--- config.mk ---
export PLATFORM = sky130hd
export DESIGN_NAME = pcg_config_power
export DESIGN_NICKNAME = d
export VERILOG_FILES = /design/src/rtl/pcg_pkg.sv /design/src/rtl/pcg_config_power.sv /design/src/rtl/pcg_irq_route.sv /design/src/rtl/pcg_osc_settle.sv
export SDC_FILE = /design/constraint.sdc
export NUM_CORES = 1
export LEC_CHECK = 0
export BUFFER_PORTS_ARGS = -buffer_cell sky130_fd_sc_hd__buf_4
export CORE_MARGIN = 4
export CORE_UTILIZATION = 46
export DETAILED_ROUTE_END_ITERATION = 8
export HOLD_SLACK_MARGIN = 0.06
export PLACE_DENSITY = 0.71
export SYNTH_ARGS = -nofsm -noshare
export SYNTH_HDL_FRONTEND = slang
export SYNTH_SLANG_ARGS = --single-unit
--- constraint.sdc ---
create_clock -name clk -period 2.69 [get_ports clk]
set_input_delay 0.269 -clock clk [delete_from_list [all_inputs] [get_ports clk]]
set_output_delay 0.269 -clock clk [all_outputs]
set_load 0.01 [all_outputs]
--- src/rtl/pcg_pkg.sv ---
// Constants for the configuration and clock gating block.
// Assumes one 125 MHz clock and an 8-bit indexed register port.
package pcg_pkg;
    // ------------------------------------------------------------
    // Register offsets
    // ------------------------------------------------------------
    localparam logic [7:0] OFF_FUNC_ENABLE  = 8'h00;
    localparam logic [7:0] OFF_FUNC_ADDRESS = 8'h01;
    localparam logic [7:0] OFF_POWER_TEST   = 8'h02;
    localparam logic [7:0] OFF_PRINTER_BASE = 8'h19;
    localparam logic [7:0] OFF_PLUG_ZERO    = 8'h1B;
    localparam logic [7:0] OFF_PLUG_ONE     = 8'h1C;
    localparam logic [7:0] OFF_CLOCK_STATUS = 8'h1D;

    // ------------------------------------------------------------
    // Field positions
    // ------------------------------------------------------------
    localparam int FE_PARALLEL = 0;
    localparam int FE_UART1    = 1;
    localparam int FE_UART2    = 2;
    localparam int FE_FLOPPY   = 3;
    localparam int PT_PWRDOWN  = 0;
    localparam int PT_CLKSRC   = 1;
    localparam int PT_CSPD     = 2;
    localparam int PT_PARIRQ   = 3;
    localparam int P0_PARSEL   = 4;
    localparam int P0_PARMAP   = 5;
    localparam int P0_BASESW   = 6;
    localparam int P1_UARTSEL  = 0;
    localparam int P1_U1MAP    = 2;
    localparam int P1_U2MAP    = 6;
    localparam int RS_LOWPWR   = 6;
    localparam int RS_SWRESET  = 7;
    localparam int FO_RESET    = 2;

    // Implemented bits of the plug-and-play registers
    localparam logic [7:0] P0_MASK = 8'h70;
    localparam logic [7:0] P1_MASK = 8'h45;

    // ------------------------------------------------------------
    // Values after reset and fixed addresses
    // ------------------------------------------------------------
    localparam logic [7:0]  RST_ZERO      = 8'h00;
    localparam logic [7:0]  PPB_FORCED    = 8'hEF;
    localparam logic [1:0]  SLOT_PRIMARY  = 2'h1;
    localparam logic [1:0]  SLOT_THIRD    = 2'h2;
    localparam logic [15:0] BASE_PRIMARY  = 16'h03BC;
    localparam logic [15:0] BASE_SECOND   = 16'h0378;
    localparam logic [15:0] BASE_THIRD    = 16'h0278;

    // ------------------------------------------------------------
    // Oscillator settling time
    // ------------------------------------------------------------
    localparam int OSC_SETTLE_NS  = 2000;
    localparam int CLK_PERIOD_NS  = 8;
    localparam int OSC_SETTLE_CYC =
        (OSC_SETTLE_NS + CLK_PERIOD_NS - 1) / CLK_PERIOD_NS;

    // Floppy clock state, Gray coded along run, stop, wake
    typedef enum logic [1:0] {
        FPS_RUN  = 2'b00,
        FPS_STOP = 2'b01,
        FPS_WAKE = 2'b11
    } pcg_fstate_t;
endpackage

--- src/rtl/pcg_config_power.sv ---
// Configuration registers, base address, interrupt routing and
// clock gating for the serial and floppy functions.
// Assumes pulses from the floppy logic are one cycle long and
// synchronous to clk; the register port never waits.
`timescale 1ns/1ps
`default_nettype none
module pcg_config_power (
    input  wire logic        clk,
    input  wire logic        rst,
    input  wire logic [7:0]  regAddr,
    input  wire logic [7:0]  regWrData,
    input  wire logic        regWr,
    input  wire logic        regRd,
    output logic      [7:0]  regRdData,
    input  wire logic [2:0]  strapPowerDown,
    input  wire logic        powerdownPinN,
    input  wire logic        floppyLowPowerCmd,
    input  wire logic        rateSelWr,
    input  wire logic [7:0]  rateSelData,
    input  wire logic        floppyOutWr,
    input  wire logic [7:0]  floppyOutData,
    input  wire logic        floppyStatusRd,
    input  wire logic        floppyDataRd,
    output logic [15:0]      parallelBase,
    output logic             parIrqSeven,
    output logic             uart1IrqFour,
    output logic             uart2IrqFour,
    output logic             uart1ClkEn,
    output logic             uart2ClkEn,
    output logic             floppyClkEn,
    output logic             reqMasterOk
);
    // ------------------------------------------------------------
    // Register state
    // ------------------------------------------------------------
    logic [7:0] fer_q, fer_d;
    logic [7:0] far_q, far_d;
    logic [7:0] ptr_q, ptr_d;
    logic [7:0] ppb_q, ppb_d;
    logic [7:0] plug_config_zero_q, plug_config_zero_d;
    logic [7:0] plug_config_one_q, plug_config_one_d;
    logic [2:0] strap_q;
    logic       dorReset_q;
    logic [7:0] regRdData_q;
    logic [15:0] parallelBase_q;
    logic       parIrqSeven_q, uart1IrqFour_q, uart2IrqFour_q;
    logic       uart1ClkEn_q, uart2ClkEn_q, floppyClkEn_q;
    logic       reqMasterOk_q;
    pcg_pkg::pcg_fstate_t fstate_q, fstate_d;
    logic [7:0] statusWord;
    localparam logic [7:0] RST_ZERO_L = pcg_pkg::RST_ZERO;

    // Write address match, used by every writable register
    function automatic logic hit(input logic [7:0] off);
        hit = regWr && (regAddr == off);
    endfunction

    // Base address from slot code, switch bit and register
    function automatic logic [15:0] baseOf(input logic [1:0] slot,
                                           input logic       sw,
                                           input logic [7:0] ppb);
        if (slot == pcg_pkg::SLOT_PRIMARY) begin
            baseOf = sw ? {6'h00, ppb, 2'h0}
                        : pcg_pkg::BASE_PRIMARY;
        end else if (slot == pcg_pkg::SLOT_THIRD) begin
            baseOf = pcg_pkg::BASE_THIRD;
        end else begin
            baseOf = pcg_pkg::BASE_SECOND;
        end
    endfunction

    // ------------------------------------------------------------
    // Next register values
    // ------------------------------------------------------------
    // Writes land on the next edge; derived outputs use these next values
    // so a write shows in the same edge it lands, except a strap lift, which reaches the clock enables one edge later.
    always_comb begin
        fer_d  = hit(pcg_pkg::OFF_FUNC_ENABLE)  ? regWrData : fer_q;
        far_d  = hit(pcg_pkg::OFF_FUNC_ADDRESS) ? regWrData : far_q;
        ptr_d  = hit(pcg_pkg::OFF_POWER_TEST)   ? regWrData : ptr_q;
        plug_config_zero_d = hit(pcg_pkg::OFF_PLUG_ZERO)
                 ? (regWrData & pcg_pkg::P0_MASK) : plug_config_zero_q;
        plug_config_one_d = hit(pcg_pkg::OFF_PLUG_ONE)
                 ? (regWrData & pcg_pkg::P1_MASK) : plug_config_one_q;
        // Base write accepted only once the switch bit is set
        if (!plug_config_zero_d[pcg_pkg::P0_BASESW]) begin
            ppb_d = pcg_pkg::PPB_FORCED;
        end else if (hit(pcg_pkg::OFF_PRINTER_BASE)) begin
            ppb_d = regWrData;
        end else begin
            ppb_d = ppb_q;
        end
    end

    // Configuration registers
    always_ff @(posedge clk) begin
        if (rst) begin
            fer_q  <= pcg_pkg::RST_ZERO;
            far_q  <= pcg_pkg::RST_ZERO;
            ptr_q  <= pcg_pkg::RST_ZERO;
            plug_config_zero_q <= pcg_pkg::RST_ZERO;
            plug_config_one_q <= pcg_pkg::RST_ZERO;
            ppb_q  <= pcg_pkg::PPB_FORCED;
        end else begin
            fer_q  <= fer_d;
            far_q  <= far_d;
            ptr_q  <= ptr_d;
            plug_config_zero_q <= plug_config_zero_d;
            plug_config_one_q <= plug_config_one_d;
            ppb_q  <= ppb_d;
        end
    end

    // Strap power-down caught while reset is held; an enable
    // write of one for that function lifts it.
    always_ff @(posedge clk) begin
        if (rst) begin
            strap_q <= strapPowerDown;
        end else if (hit(pcg_pkg::OFF_FUNC_ENABLE)) begin
            strap_q <= strap_q & ~regWrData[3:1];
        end
    end

    // Read port: data one cycle after the strobe, zero elsewhere
    always_ff @(posedge clk) begin
        if (rst) begin
            regRdData_q <= RST_ZERO_L;
        end else if (regRd) begin
            case (regAddr)
                pcg_pkg::OFF_FUNC_ENABLE:  regRdData_q <= fer_q;
                pcg_pkg::OFF_FUNC_ADDRESS: regRdData_q <= far_q;
                pcg_pkg::OFF_POWER_TEST:   regRdData_q <= ptr_q;
                pcg_pkg::OFF_PRINTER_BASE: regRdData_q <= ppb_q;
                pcg_pkg::OFF_PLUG_ZERO:    regRdData_q <= plug_config_zero_q;
                pcg_pkg::OFF_PLUG_ONE:     regRdData_q <= plug_config_one_q;
                pcg_pkg::OFF_CLOCK_STATUS: regRdData_q <= statusWord;
                default:                   regRdData_q <= RST_ZERO_L;
            endcase
        end else begin
            regRdData_q <= RST_ZERO_L;
        end
    end

    // ------------------------------------------------------------
    // Base address and interrupt routing
    // ------------------------------------------------------------
    logic parIrqSevenC, uart1IrqFourC, uart2IrqFourC;

    pcg_irq_route uRoute (
        .funcAddr     (far_d[5:0]),
        .parIrqHint   (ptr_d[pcg_pkg::PT_PARIRQ]),
        .plugZero     (plug_config_zero_d),
        .plugOne      (plug_config_one_d),
        .parIrqSeven  (parIrqSevenC),
        .uart1IrqFour (uart1IrqFourC),
        .uart2IrqFour (uart2IrqFourC)
    );

    // Registered copies so every output leaves a flip-flop
    always_ff @(posedge clk) begin
        if (rst) begin
            parallelBase_q <= pcg_pkg::BASE_SECOND;
            parIrqSeven_q  <= 1'b0;
            uart1IrqFour_q <= 1'b1;
            uart2IrqFour_q <= 1'b1;
        end else begin
            parallelBase_q <= baseOf(far_d[1:0],
                plug_config_zero_d[pcg_pkg::P0_BASESW], ppb_d);
            parIrqSeven_q  <= parIrqSevenC;
            uart1IrqFour_q <= uart1IrqFourC;
            uart2IrqFour_q <= uart2IrqFourC;
        end
    end

    // ------------------------------------------------------------
    // Power-down conditions
    // ------------------------------------------------------------
    // The pin and power bit only count with the crystal source bit
    // clear; with it set they leave the crystal running, but the power bit still stops the function clocks.
    logic allOff, pinDown, bitDown, xtalOff, oscStable;
    assign allOff  = (fer_d[3:1] == 3'h0);
    assign pinDown = !ptr_d[pcg_pkg::PT_CLKSRC]
                     && !ptr_d[pcg_pkg::PT_CSPD]
                     && !powerdownPinN;
    assign bitDown = !ptr_d[pcg_pkg::PT_CLKSRC]
                     && ptr_d[pcg_pkg::PT_PWRDOWN];
    assign xtalOff = allOff || pinDown || bitDown;

    pcg_osc_settle uOsc (
        .clk       (clk),
        .rst       (rst),
        .oscRun    (!xtalOff),
        .oscStable (oscStable)
    );

    // Serial clocks: enabled, no power-down bit, no global stop
    logic [2:1] uartRun;
    genvar gi;
    generate
        for (gi = 1; gi <= 2; gi++) begin : gUart
            assign uartRun[gi] = fer_d[gi]
                && !ptr_d[pcg_pkg::PT_PWRDOWN]
                && !pinDown && !strap_q[gi-1];
        end
    endgenerate

    always_ff @(posedge clk) begin
        if (rst) begin
            uart1ClkEn_q <= 1'b0;
            uart2ClkEn_q <= 1'b0;
        end else begin
            uart1ClkEn_q <= uartRun[1];
            uart2ClkEn_q <= uartRun[2];
        end
    end

    // ------------------------------------------------------------
    // Floppy clock state
    // ------------------------------------------------------------
    logic fdcCanRun, fdcStopReq, fdcWake, dorRise;
    assign fdcCanRun = fer_d[pcg_pkg::FE_FLOPPY]
                       && !ptr_d[pcg_pkg::PT_PWRDOWN]
                       && !pinDown && !strap_q[2];
    assign fdcStopReq = !fdcCanRun
        || (floppyLowPowerCmd && !ptr_d[pcg_pkg::PT_CLKSRC])
        || (rateSelWr && rateSelData[pcg_pkg::RS_LOWPWR]
            && !ptr_d[pcg_pkg::PT_CLKSRC]);
    assign dorRise = floppyOutWr && !dorReset_q
                     && floppyOutData[pcg_pkg::FO_RESET];
    assign fdcWake = floppyStatusRd || floppyDataRd || dorRise
        || (rateSelWr && rateSelData[pcg_pkg::RS_SWRESET]);

    // Last written reset bit of the floppy output register
    always_ff @(posedge clk) begin
        if (rst) begin
            dorReset_q <= 1'b0;
        end else if (floppyOutWr) begin
            dorReset_q <= floppyOutData[pcg_pkg::FO_RESET];
        end
    end

    // A stop request beats a wake access in the same cycle
    always_comb begin
        fstate_d = fstate_q;
        case (fstate_q)
            pcg_pkg::FPS_RUN: begin
                if (fdcStopReq) begin
                    fstate_d = pcg_pkg::FPS_STOP;
                end
            end
            pcg_pkg::FPS_STOP: begin
                if (!fdcStopReq && fdcWake) begin
                    fstate_d = pcg_pkg::FPS_WAKE;
                end
            end
            pcg_pkg::FPS_WAKE: begin
                if (fdcStopReq) begin
                    fstate_d = pcg_pkg::FPS_STOP;
                end else if (oscStable) begin
                    fstate_d = pcg_pkg::FPS_RUN;
                end
            end
            default: fstate_d = pcg_pkg::FPS_STOP;
        endcase
    end

    // Floppy starts stopped: it is disabled after reset
    always_ff @(posedge clk) begin
        if (rst) begin
            fstate_q      <= pcg_pkg::FPS_STOP;
            floppyClkEn_q <= 1'b0;
            reqMasterOk_q <= 1'b0;
        end else begin
            fstate_q      <= fstate_d;
            floppyClkEn_q <= (fstate_d != pcg_pkg::FPS_STOP);
            reqMasterOk_q <= (fstate_d == pcg_pkg::FPS_RUN)
                             && oscStable;
        end
    end

    // Clock status word for software
    assign statusWord = {3'h0, oscStable, reqMasterOk_q,
                         floppyClkEn_q, uart2ClkEn_q, uart1ClkEn_q};

    // ------------------------------------------------------------
    // Outputs
    // ------------------------------------------------------------
    assign regRdData    = regRdData_q;
    assign parallelBase = parallelBase_q;
    assign parIrqSeven  = parIrqSeven_q;
    assign uart1IrqFour = uart1IrqFour_q;
    assign uart2IrqFour = uart2IrqFour_q;
    assign uart1ClkEn   = uart1ClkEn_q;
    assign uart2ClkEn   = uart2ClkEn_q;
    assign floppyClkEn  = floppyClkEn_q;
    assign reqMasterOk  = reqMasterOk_q;

    // ------------------------------------------------------------
    // Checks
    // ------------------------------------------------------------
    chk_base_zero_bits: assert property (@(posedge clk) disable iff (rst)
        parallelBase[1:0] == 2'h0 && parallelBase[15:10] == 6'h00)
        else $error("base stray bits");
    chk_base_from_reg: assert property (@(posedge clk) disable iff (rst)
        far_q[1:0] == pcg_pkg::SLOT_PRIMARY && plug_config_zero_q[6]
        |-> parallelBase[9:2] == ppb_q) else $error("base not reg");
    chk_base_fixed: assert property (@(posedge clk) disable iff (rst)
        far_q[1:0] == pcg_pkg::SLOT_PRIMARY && !plug_config_zero_q[6]
        |-> parallelBase == 16'h03BC) else $error("primary not 3BC");
    chk_base_forced: assert property (@(posedge clk) disable iff (rst)
        !plug_config_zero_q[6] |-> ppb_q == 8'hEF) else $error("base not EF");
    chk_par_irq_map: assert property (@(posedge clk) disable iff (rst)
        plug_config_zero_q[4] |-> parIrqSeven == plug_config_zero_q[5])
        else $error("parallel irq map");
    chk_uart1_map: assert property (@(posedge clk) disable iff (rst)
        plug_config_one_q[0] |-> uart1IrqFour == plug_config_one_q[2])
        else $error("serial one irq map");
    chk_uart2_map: assert property (@(posedge clk) disable iff (rst)
        plug_config_one_q[0] |-> uart2IrqFour == plug_config_one_q[6])
        else $error("serial two irq map");
    chk_uart_legacy: assert property (@(posedge clk) disable iff (rst)
        !plug_config_one_q[0] |-> uart1IrqFour == !far_q[2])
        else $error("serial legacy map");
    chk_reset_clear: assert property (@(posedge clk)
        $fell(rst) |-> plug_config_zero_q == 8'h00 && plug_config_one_q == 8'h00)
        else $error("plug regs not clear");
    chk_uart_restore: assert property (@(posedge clk) disable iff (rst)
        uart1ClkEn |-> fer_q[1] && !ptr_q[0])
        else $error("serial clock early");
    chk_disabled_off: assert property (@(posedge clk) disable iff (rst)
        !fer_q[3] |-> !floppyClkEn) else $error("floppy clock on");
    chk_rate_stop: assert property (@(posedge clk) disable iff (rst)
        rateSelWr && rateSelData[6] && !ptr_q[1] |=> !floppyClkEn)
        else $error("rate bit no stop");
    chk_all_stop: assert property (@(posedge clk) disable iff (rst)
        ptr_q[0] && !ptr_q[1]
        |-> !uart1ClkEn && !uart2ClkEn && !floppyClkEn)
        else $error("power bit no stop");
    chk_rqm_hold: assert property (@(posedge clk) disable iff (rst)
        reqMasterOk |-> $past(oscStable))
        else $error("master before settle");
endmodule
`default_nettype wire

--- src/rtl/pcg_irq_route.sv ---
// Interrupt routing for the parallel port and both serial ports.
// Purely combinational; the caller registers the results.
`timescale 1ns/1ps
`default_nettype none
module pcg_irq_route (
    input  wire logic [5:0] funcAddr,
    input  wire logic       parIrqHint,
    input  wire logic [7:0] plugZero,
    input  wire logic [7:0] plugOne,
    output logic            parIrqSeven,
    output logic            uart1IrqFour,
    output logic            uart2IrqFour
);
    // ------------------------------------------------------------
    // Legacy or programmed selection
    // ------------------------------------------------------------
    // Legacy: primary slot or power test hint picks the high line
    always_comb begin
        if (plugZero[pcg_pkg::P0_PARSEL]) begin
            parIrqSeven = plugZero[pcg_pkg::P0_PARMAP];
        end else begin
            parIrqSeven = (funcAddr[1:0] == pcg_pkg::SLOT_PRIMARY)
                          | parIrqHint;
        end
    end

    // Legacy: even serial slots sit on the high line
    always_comb begin
        if (plugOne[pcg_pkg::P1_UARTSEL]) begin
            uart1IrqFour = plugOne[pcg_pkg::P1_U1MAP];
            uart2IrqFour = plugOne[pcg_pkg::P1_U2MAP];
        end else begin
            uart1IrqFour = ~funcAddr[2];
            uart2IrqFour = ~funcAddr[4];
        end
    end
endmodule
`default_nettype wire

--- src/rtl/pcg_osc_settle.sv ---
// Oscillator settling timer: flags the crystal as stable once it
// has run without a break for the settling time.
// Assumes oscRun drops whenever the crystal is stopped.
`timescale 1ns/1ps
`default_nettype none
module pcg_osc_settle (
    input  wire logic clk,
    input  wire logic rst,
    input  wire logic oscRun,
    output logic      oscStable
);
    localparam logic [15:0] SETTLE =
        16'(pcg_pkg::OSC_SETTLE_CYC);

    logic [15:0] count_q;
    logic        stable_q;

    // Count run time; any stop restarts the wait
    always_ff @(posedge clk) begin
        if (rst || !oscRun) begin
            count_q  <= 16'h0000;
            stable_q <= 1'b0;
        end else if (count_q != SETTLE) begin
            count_q  <= count_q + 16'h0001;
        end else begin
            stable_q <= 1'b1;
        end
    end

    assign oscStable = stable_q;

    chk_stop_clears: assert property (@(posedge clk) disable iff (rst)
        !oscRun |=> !oscStable) else $error("stable after stop");
    chk_settle_wait: assert property (@(posedge clk) disable iff (rst)
        $rose(oscStable) |-> count_q == SETTLE)
        else $error("stable too early");
endmodule
`default_nettype wire

==> reports/qor.txt, run 1 <==
Crit path buffers/inverters -> 1
Clock slew at reported path FFs -> 0.09 ns
R2r endpoint -> uOsc.count_q[2]
Syn Inst Count -> 425
Commonest non-fill, non-tap cell in the layout -> dfxtp_1
WL final -> 9000 um
Final ANT Viol Nets -> 0
Pre-CTS WS -> 0.159 ns
Worst slew pin tran -> 0.627 ns
Synthesis-stage register bit count -> 84
Hold Path Cell Cnt -> 3
Status -> finished, final reports clean
Critical Path Max Stage Delay -> 0.62 ns
Initial Util -> 48.3%
GRT overflow -> 0
Pins over their slew limit -> 0
Post-cts gate resize count -> 0
Worst-Skew Late Latency -> 0.36 ns
P per Cell Area -> 512 mW/mm^2
Clock root buffer master -> clkbuf_8
Cts bufs inserted -> 9
DIE WIDTH -> 99.0 um
Max_cap viols -> 0
Period minus WS final -> 2.15 ns
Setup TNS -> 0 ns
Clock buffer depth -> 2
RSZ-0062 raised after global routing -> false
Skew final -> 0.0107 ns
Leak -> 1.85 nW
CP top delay family -> simple AND/OR/NAND/NOR gates
Post-CTS setup buffer count -> 0
Via density per instance -> 5.37
Core area -> 0.00789 mm^2
Port bufs -> 54
Initial DRC count -> 219
GRT Util Overall -> 18.6%
Fill cells -> 716
Row count -> 32
Asr flop ratio synth -> 0%
Clock net sink count -> 84
Crit path cell chain -> buf_4 -> or3_1 -> or4_4 -> mux2_2 -> o2111ai_2 -> or3b_1
Vias in the first global route -> 2898
Critical path class -> input port to flip-flop
Die ar. -> 0.00981 mm^2
Seq/Total Area, Yosys -> 44.9%
Crit-path slowest cell -> or4_4
Reg2reg start -> uOsc.count_q[1]
Crit path max fanout -> 7
H-tree levels -> 3
DRT Pass-1 Iters -> 5
Yosys warns -> 0
Required @ worst endpoint -> 2.94 ns
First-pass GRT wire length -> 14600 um
Post-synth EDFFs -> 3
R2r setup slk -> 1.07 ns
Initial antenna violation count -> 0
Synthesized area -> 0.00381 mm^2
Worst hold path class -> input port to flip-flop
Avg Cell Area, Syn -> 8.97 um^2
IO Count -> 76
Final setup vio count -> 0
Startpoint Class -> input port
Largest net degree at the start of global routing -> 50
Proportion of layout cells with a drive suffix above 1 -> 18.9%
DR WL/cell -> 15.4 um
Maximum clock rate -> 464 MHz
Hpwl dp -> 6530 um
Nets -> 523
Via count -> 3129
Final hold viol count -> 0
CTS Hold Bufs -> 0
Most frequent cells in the layout -> dfxtp_1, buf_4, nor2_1
# DRC -> 0
Antenna Cells -> 0
Hold Path Origin -> floppyOutData[2]
Peak supply drop -> 0.291 mV
Worst r2r path cells -> 6
Top FF cell, synth -> dfxtp_1
CTS tree -> yes
Gp weighted congestion -> 0.935
Final worst-path cycle share -> 80.1%
Setup crit end kind -> flip-flop
Worst hold path endpoint -> dorReset_q
Critical Path AT -> 2.40 ns
Synth cell types -> 55
Rel. slew slack -> 57.9%
PnR worst setup slack -> 0.536 ns
Area Overhead vs Synth -> 17.3%
Chip height -> 99.0 um
[worst reg2reg max path: cells and delay by family, from the launching register on]
family | cells | cell delay [ns]
adders and majority gates | 1 | 0.19
DFF | 1 | 0.41
and+or+nand+nor | 4 | 0.73
AOI/OAI and AO/OA | 1 | 0.18
[final cells by class]
type / count / area (um^2) / share of cell area [%]
clock buffers: 9 / 124 / 2.77
clock inverters: 7 / 72.6 / 1.62
inverters: 7 / 26.3 / 0.588
multi-input cells: 311 / 1940 / 43.3
flip-flops and latches: 84 / 1710 / 38.3
well taps: 102 / 128 / 2.85
repair buffers: 63 / 473 / 10.6
[logic make-up after synthesis]
logic type / Yosys count / synth area share, %
xor gates and xnor gates: 15 / 3.45
DFF: 84 / 44.9
other: 1 / 0.0984
adders and majority gates: 2 / 0.656
buffers and inverters: 37 / 5.02
muxes: 47 / 12.8
AOI/OAI and AO/OA: 58 / 9.75
and+or+nand+nor: 181 / 23.4
[state kept, by name, indices dropped and copies added (netlist names), 2 cells and up]
| register | count |
|---|---|
| far_q | 8 |
| fer_q | 8 |
| fstate_q | 2 |
| parallelBase | 8 |
| plug_config_one_q | 3 |
| plug_config_zero_q | 3 |
| ppb_q | 8 |
| ptr_q | 8 |
| regRdData | 8 |
| strap_q | 3 |
| uOsc.count_q | 16 |
[per-stage QoR]
step	hold WS (ns)	utilization, %	instances	total power [W]	instance area, um^2
4_1_cts	0.165	56.7	583	0.00232	4470
3_3_place_gp	0.447	54.2	567	0.00141	4270
2_1_floorplan	0.360	-	432	0.00136	3840
6_report	0.173	56.7	583	0.00229	4470
3_5_place_dp	0.444	54.2	567	0.00141	4270
5_1_grt	0.181	56.7	583	0.00238	4470
[synthesized netlist by cell type (all sizes together), types with 7 or more instances]
cell type / instances / area [um^2]
xnor2: 13 / 114
clkbuf: 15 / 57.6
o21ai: 17 / 85.1
nor2b: 8 / 50.1
nand2: 48 / 180
nor3: 12 / 60.1
buf: 15 / 108
mux2i: 44 / 453
a21oi: 22 / 114
dfxtp: 81 / 1620
nor2: 56 / 210
nand4: 9 / 56.3
inv: 7 / 26.3
[routing by layer]
metal | share of wire (%) | up-vias | GRT usage (%)
met5 | 0 | - | 0
met1 | 48 | 1463 | 25.8
met2 | 45 | 90 | 28.5
li1 | - | 1567 | -
met4 | 1.1 | 0 | 5.99
met3 | 5.6 | 9 | 4.46
[worst max path at each step]
stage	cells after the start	end	slack [ns]	from
floorplan	9	uOsc.count_q[1]	0.31	regAddr[2]
global placement	6	fstate_q[0]	0.21	regAddr[5]
detailed placement	6	fstate_q[0]	0.16	regAddr[5]
CTS	6	fstate_q[0]	0.56	regAddr[5]
global route	6	fstate_q[0]	0.49	regAddr[5]
finish	6	fstate_q[0]	0.54	regAddr[5]
[power breakdown]
part	internal [W]	switching (W)	leakage [nW]
Combinational	0.0000510	0.0000779	1.07
Sequential	0.00125	0.00000232	0.683
Clock	0.000434	0.000469	0.104
Total	0.00174	0.000550	1.85
(Power assumes the default switching activity.)
==> inputs of run 2 (changes only) <==
==> constraint.sdc (replaced) <==
create_clock -name clk -period 2 [get_ports clk]
set_input_delay 0.2 -clock clk [delete_from_list [all_inputs] [get_ports clk]]
set_output_delay 0.2 -clock clk [all_outputs]
set_load 0.01 [all_outputs]
==> run 2 against run 1 <==
Against the previous run:
- clock-buffer cell count grew 2
- die area is the same
- critical path depth is the same
- cell area grew 5.3%
- global-route usage grew 1.2 points
- clock skew grew 0.0034 ns
- first-iteration DRC count shrank 4.6%
- setup slack lost 0.45 ns
- clock power grew 19%
- cell count grew 4.6%
- register-to-register slack lost 0.70 ns
- largest power group unchanged
==> reports/qor.txt, run 2 (same netlist as run 1, synthesis figures left out) <==
Status -> finished, final reports clean
Skew final -> 0.0141 ns (+0.00343 ns)
Post-CTS setup buffer count -> 0 (unchanged)
Critical Path AT -> 2.15 ns (-0.25 ns)
Min Hold Slack -> 0.122 ns (-0.0501 ns)
# DRC -> 0 (unchanged)
Post-cts gate resize count -> 0 (unchanged)
Crit-path slowest cell -> or4_4
Proportion of layout cells with a drive suffix above 1 -> 23.4% (+4.5 points)
Crit path max fanout -> 6 (-1)
Rel. slew slack -> 58.4% (+0.54 points)
CTS Hold Bufs -> 0 (unchanged)
Design area -> 0.00471 mm^2 (+5.3%)
GRT overflow -> 0 (unchanged)
Placed cells -> 595 (+4.9%)
Period minus WS final -> 1.91 ns
Critical Path Max Stage Delay -> 0.60 ns (-0.02 ns)
Final instance count without filler cells -> 610 (+4.6%)
Startpoint Class -> input port
Crit path buffers/inverters -> 1 (unchanged)
Clock slew at reported path FFs -> 0.08 ns (about the same)
CP top delay family -> simple AND/OR/NAND/NOR gates
Antenna Cells -> 0 (unchanged)
Peak supply drop -> 0.348 mV (+20%)
Setup crit end kind -> flip-flop
Final ANT Viol Nets -> 0 (unchanged)
Area after DPL -> 0.00453 mm^2 (+6.0%)
Die ar. -> 0.00981 mm^2 (unchanged)
Largest net degree at the start of global routing -> 35 (-30%)
Required @ worst endpoint -> 2.24 ns (-0.70 ns)
Final hold viol count -> 0 (unchanged)
Register Area -> 0.00171 mm^2 (unchanged)
Fill cells -> 699 (-2.4%)
Initial DRC count -> 209 (-4.6%)
Gp weighted congestion -> 0.856 (-8.5%)
Crit path cell chain -> buf_4 -> or3_1 -> or4_4 -> mux2_2 -> o2111ai_2 -> or3b_1
Via count -> 3303 (+5.6%)
Via density per instance -> 5.41 (+0.89%)
Worst r2r path cells -> 5 (-1)
Port bufs -> 54 (unchanged)
Max_cap viols -> 0 (unchanged)
Clock net sink count -> 84 (unchanged)
Initial Util -> 48.3% (unchanged)
IO Count -> 76 (unchanged)
Vias in the first global route -> 3172 (+9.5%)
DR WL/cell -> 15.5 um (+0.27%)
Cts bufs inserted -> 9 (unchanged)
Chip height -> 99.0 um (unchanged)
WP depth -> 6 (unchanged)
First-pass GRT wire length -> 15500 um (+6.2%)
Largest reg by FF count -> uOsc.count_q
GRT Util Overall -> 19.8% (+1.2 points)
Core area -> 0.00789 mm^2 (unchanged)
RSZ-0062 raised after global routing -> false
Pins over their slew limit -> 0 (unchanged)
Row count -> 32 (unchanged)
Hold Path Cell Cnt -> 3 (unchanged)
Maximum clock rate -> 523 MHz
Most frequent cells in the layout -> buf_4, dfxtp_1, nor2_1
Commonest non-fill, non-tap cell in the layout -> buf_4
Final setup vio count -> 0 (unchanged)
WL final -> 9440 um (+4.9%)
Worst slew pin tran -> 0.619 ns (-0.00811 ns)
P per Cell Area -> 633 mW/mm^2 (+24%)
Largest register FFs -> 16 (unchanged)
Setup TNS -> 0 ns (unchanged)
H-tree levels -> 3 (unchanged)
CTS tree -> yes
Leak -> 1.97 nW (+6.2%)
DIE WIDTH -> 99.0 um (unchanged)
Area Overhead vs Synth -> 23.4%
DRT Pass-1 Iters -> 5 (unchanged)
Clock root buffer master -> clkbuf_8
Worst-Skew Late Latency -> 0.35 ns (about the same)
Initial antenna violation count -> 0 (unchanged)
Clock buffer depth -> 2 (unchanged)
Final core occ -> 59.7% (+3.0 points)
Nets -> 551 (+5.4%)
Worst hold path class -> input port to flip-flop
Hpwl dp -> 6990 um (+7.1%)
Area of the multi-input gates -> 0.00196 mm^2 (+1.0%)
Critical path class -> input port to flip-flop
Final worst-path cycle share -> 95.7%
[run 2: cell count changes in the layout (fill, tap and decap cells not counted), moves of 2 or more]
cell	change
inv_6	-2
clkbuf_8	+2
buf_4	+26
clkinvlp_4	+2
buf_12	+2
[run 2: stage by stage]
| stage | setup WS (ns) | total power, W |
|---|---|---|
| 2_1_floorplan | -0.259 | 0.00183 |
| 3_3_place_gp | -0.245 | 0.00193 |
| 3_5_place_dp | -0.282 | 0.00194 |
| 4_1_cts | 0.0790 | 0.00300 |
| 5_1_grt | 0.0130 | 0.00310 |
| 6_report | 0.0869 | 0.00298 |
[run 2: final cells by class]
class | count | area share (%)
Clock buffer | 11 | 3.22
Clock inverter | 4 | 0.532
Tap cell | 102 | 2.71
Multi-Input combinational cell | 311 | 41.6
Sequential cell | 84 | 36.4
Timing Repair Buffer | 91 | 15.0
Inverter | 7 | 0.558
[run 2: layer usage]
layer / track usage [%] / wire (um) / up-vias
met3: 4.03 / 580 / 14
met2: 30.9 / 4280 / 115
met1: 26.6 / 4370 / 1547
li1: - / - / 1627
met4: 7.88 / 204 / 0
met5: 0 / 0 / -
[run 2: power breakdown]
part,leakage (nW),internal [W],switching (W),total [W]
logic,1.20,0.0000919,0.000116,0.000208
registers,0.683,0.00169,0.00000328,0.00169
clock network,0.0872,0.000507,0.000575,0.00108
total,1.97,0.00229,0.000694,0.00298
[run 2: final timing paths]
kind	slack [ns]	startpoint	endpoint
setup / recovery	0.09	regAddr[5]	fstate_q[0]
hold / removal	0.12	floppyOutWr	dorReset_q
setup reg to reg	0.37	uOsc.count_q[2]	uOsc.count_q[15]
hold reg to reg	0.47	ppb_q[2]	regRdData[2]
[run 2: worst register-to-register path: stages, from the launching register on]
cell and delay (ns):
dfxtp_1 0.44, and4_1 0.31, nand3_1 0.15, nor4_1 0.34, xnor2_1 0.10, nor3b_1 0.21
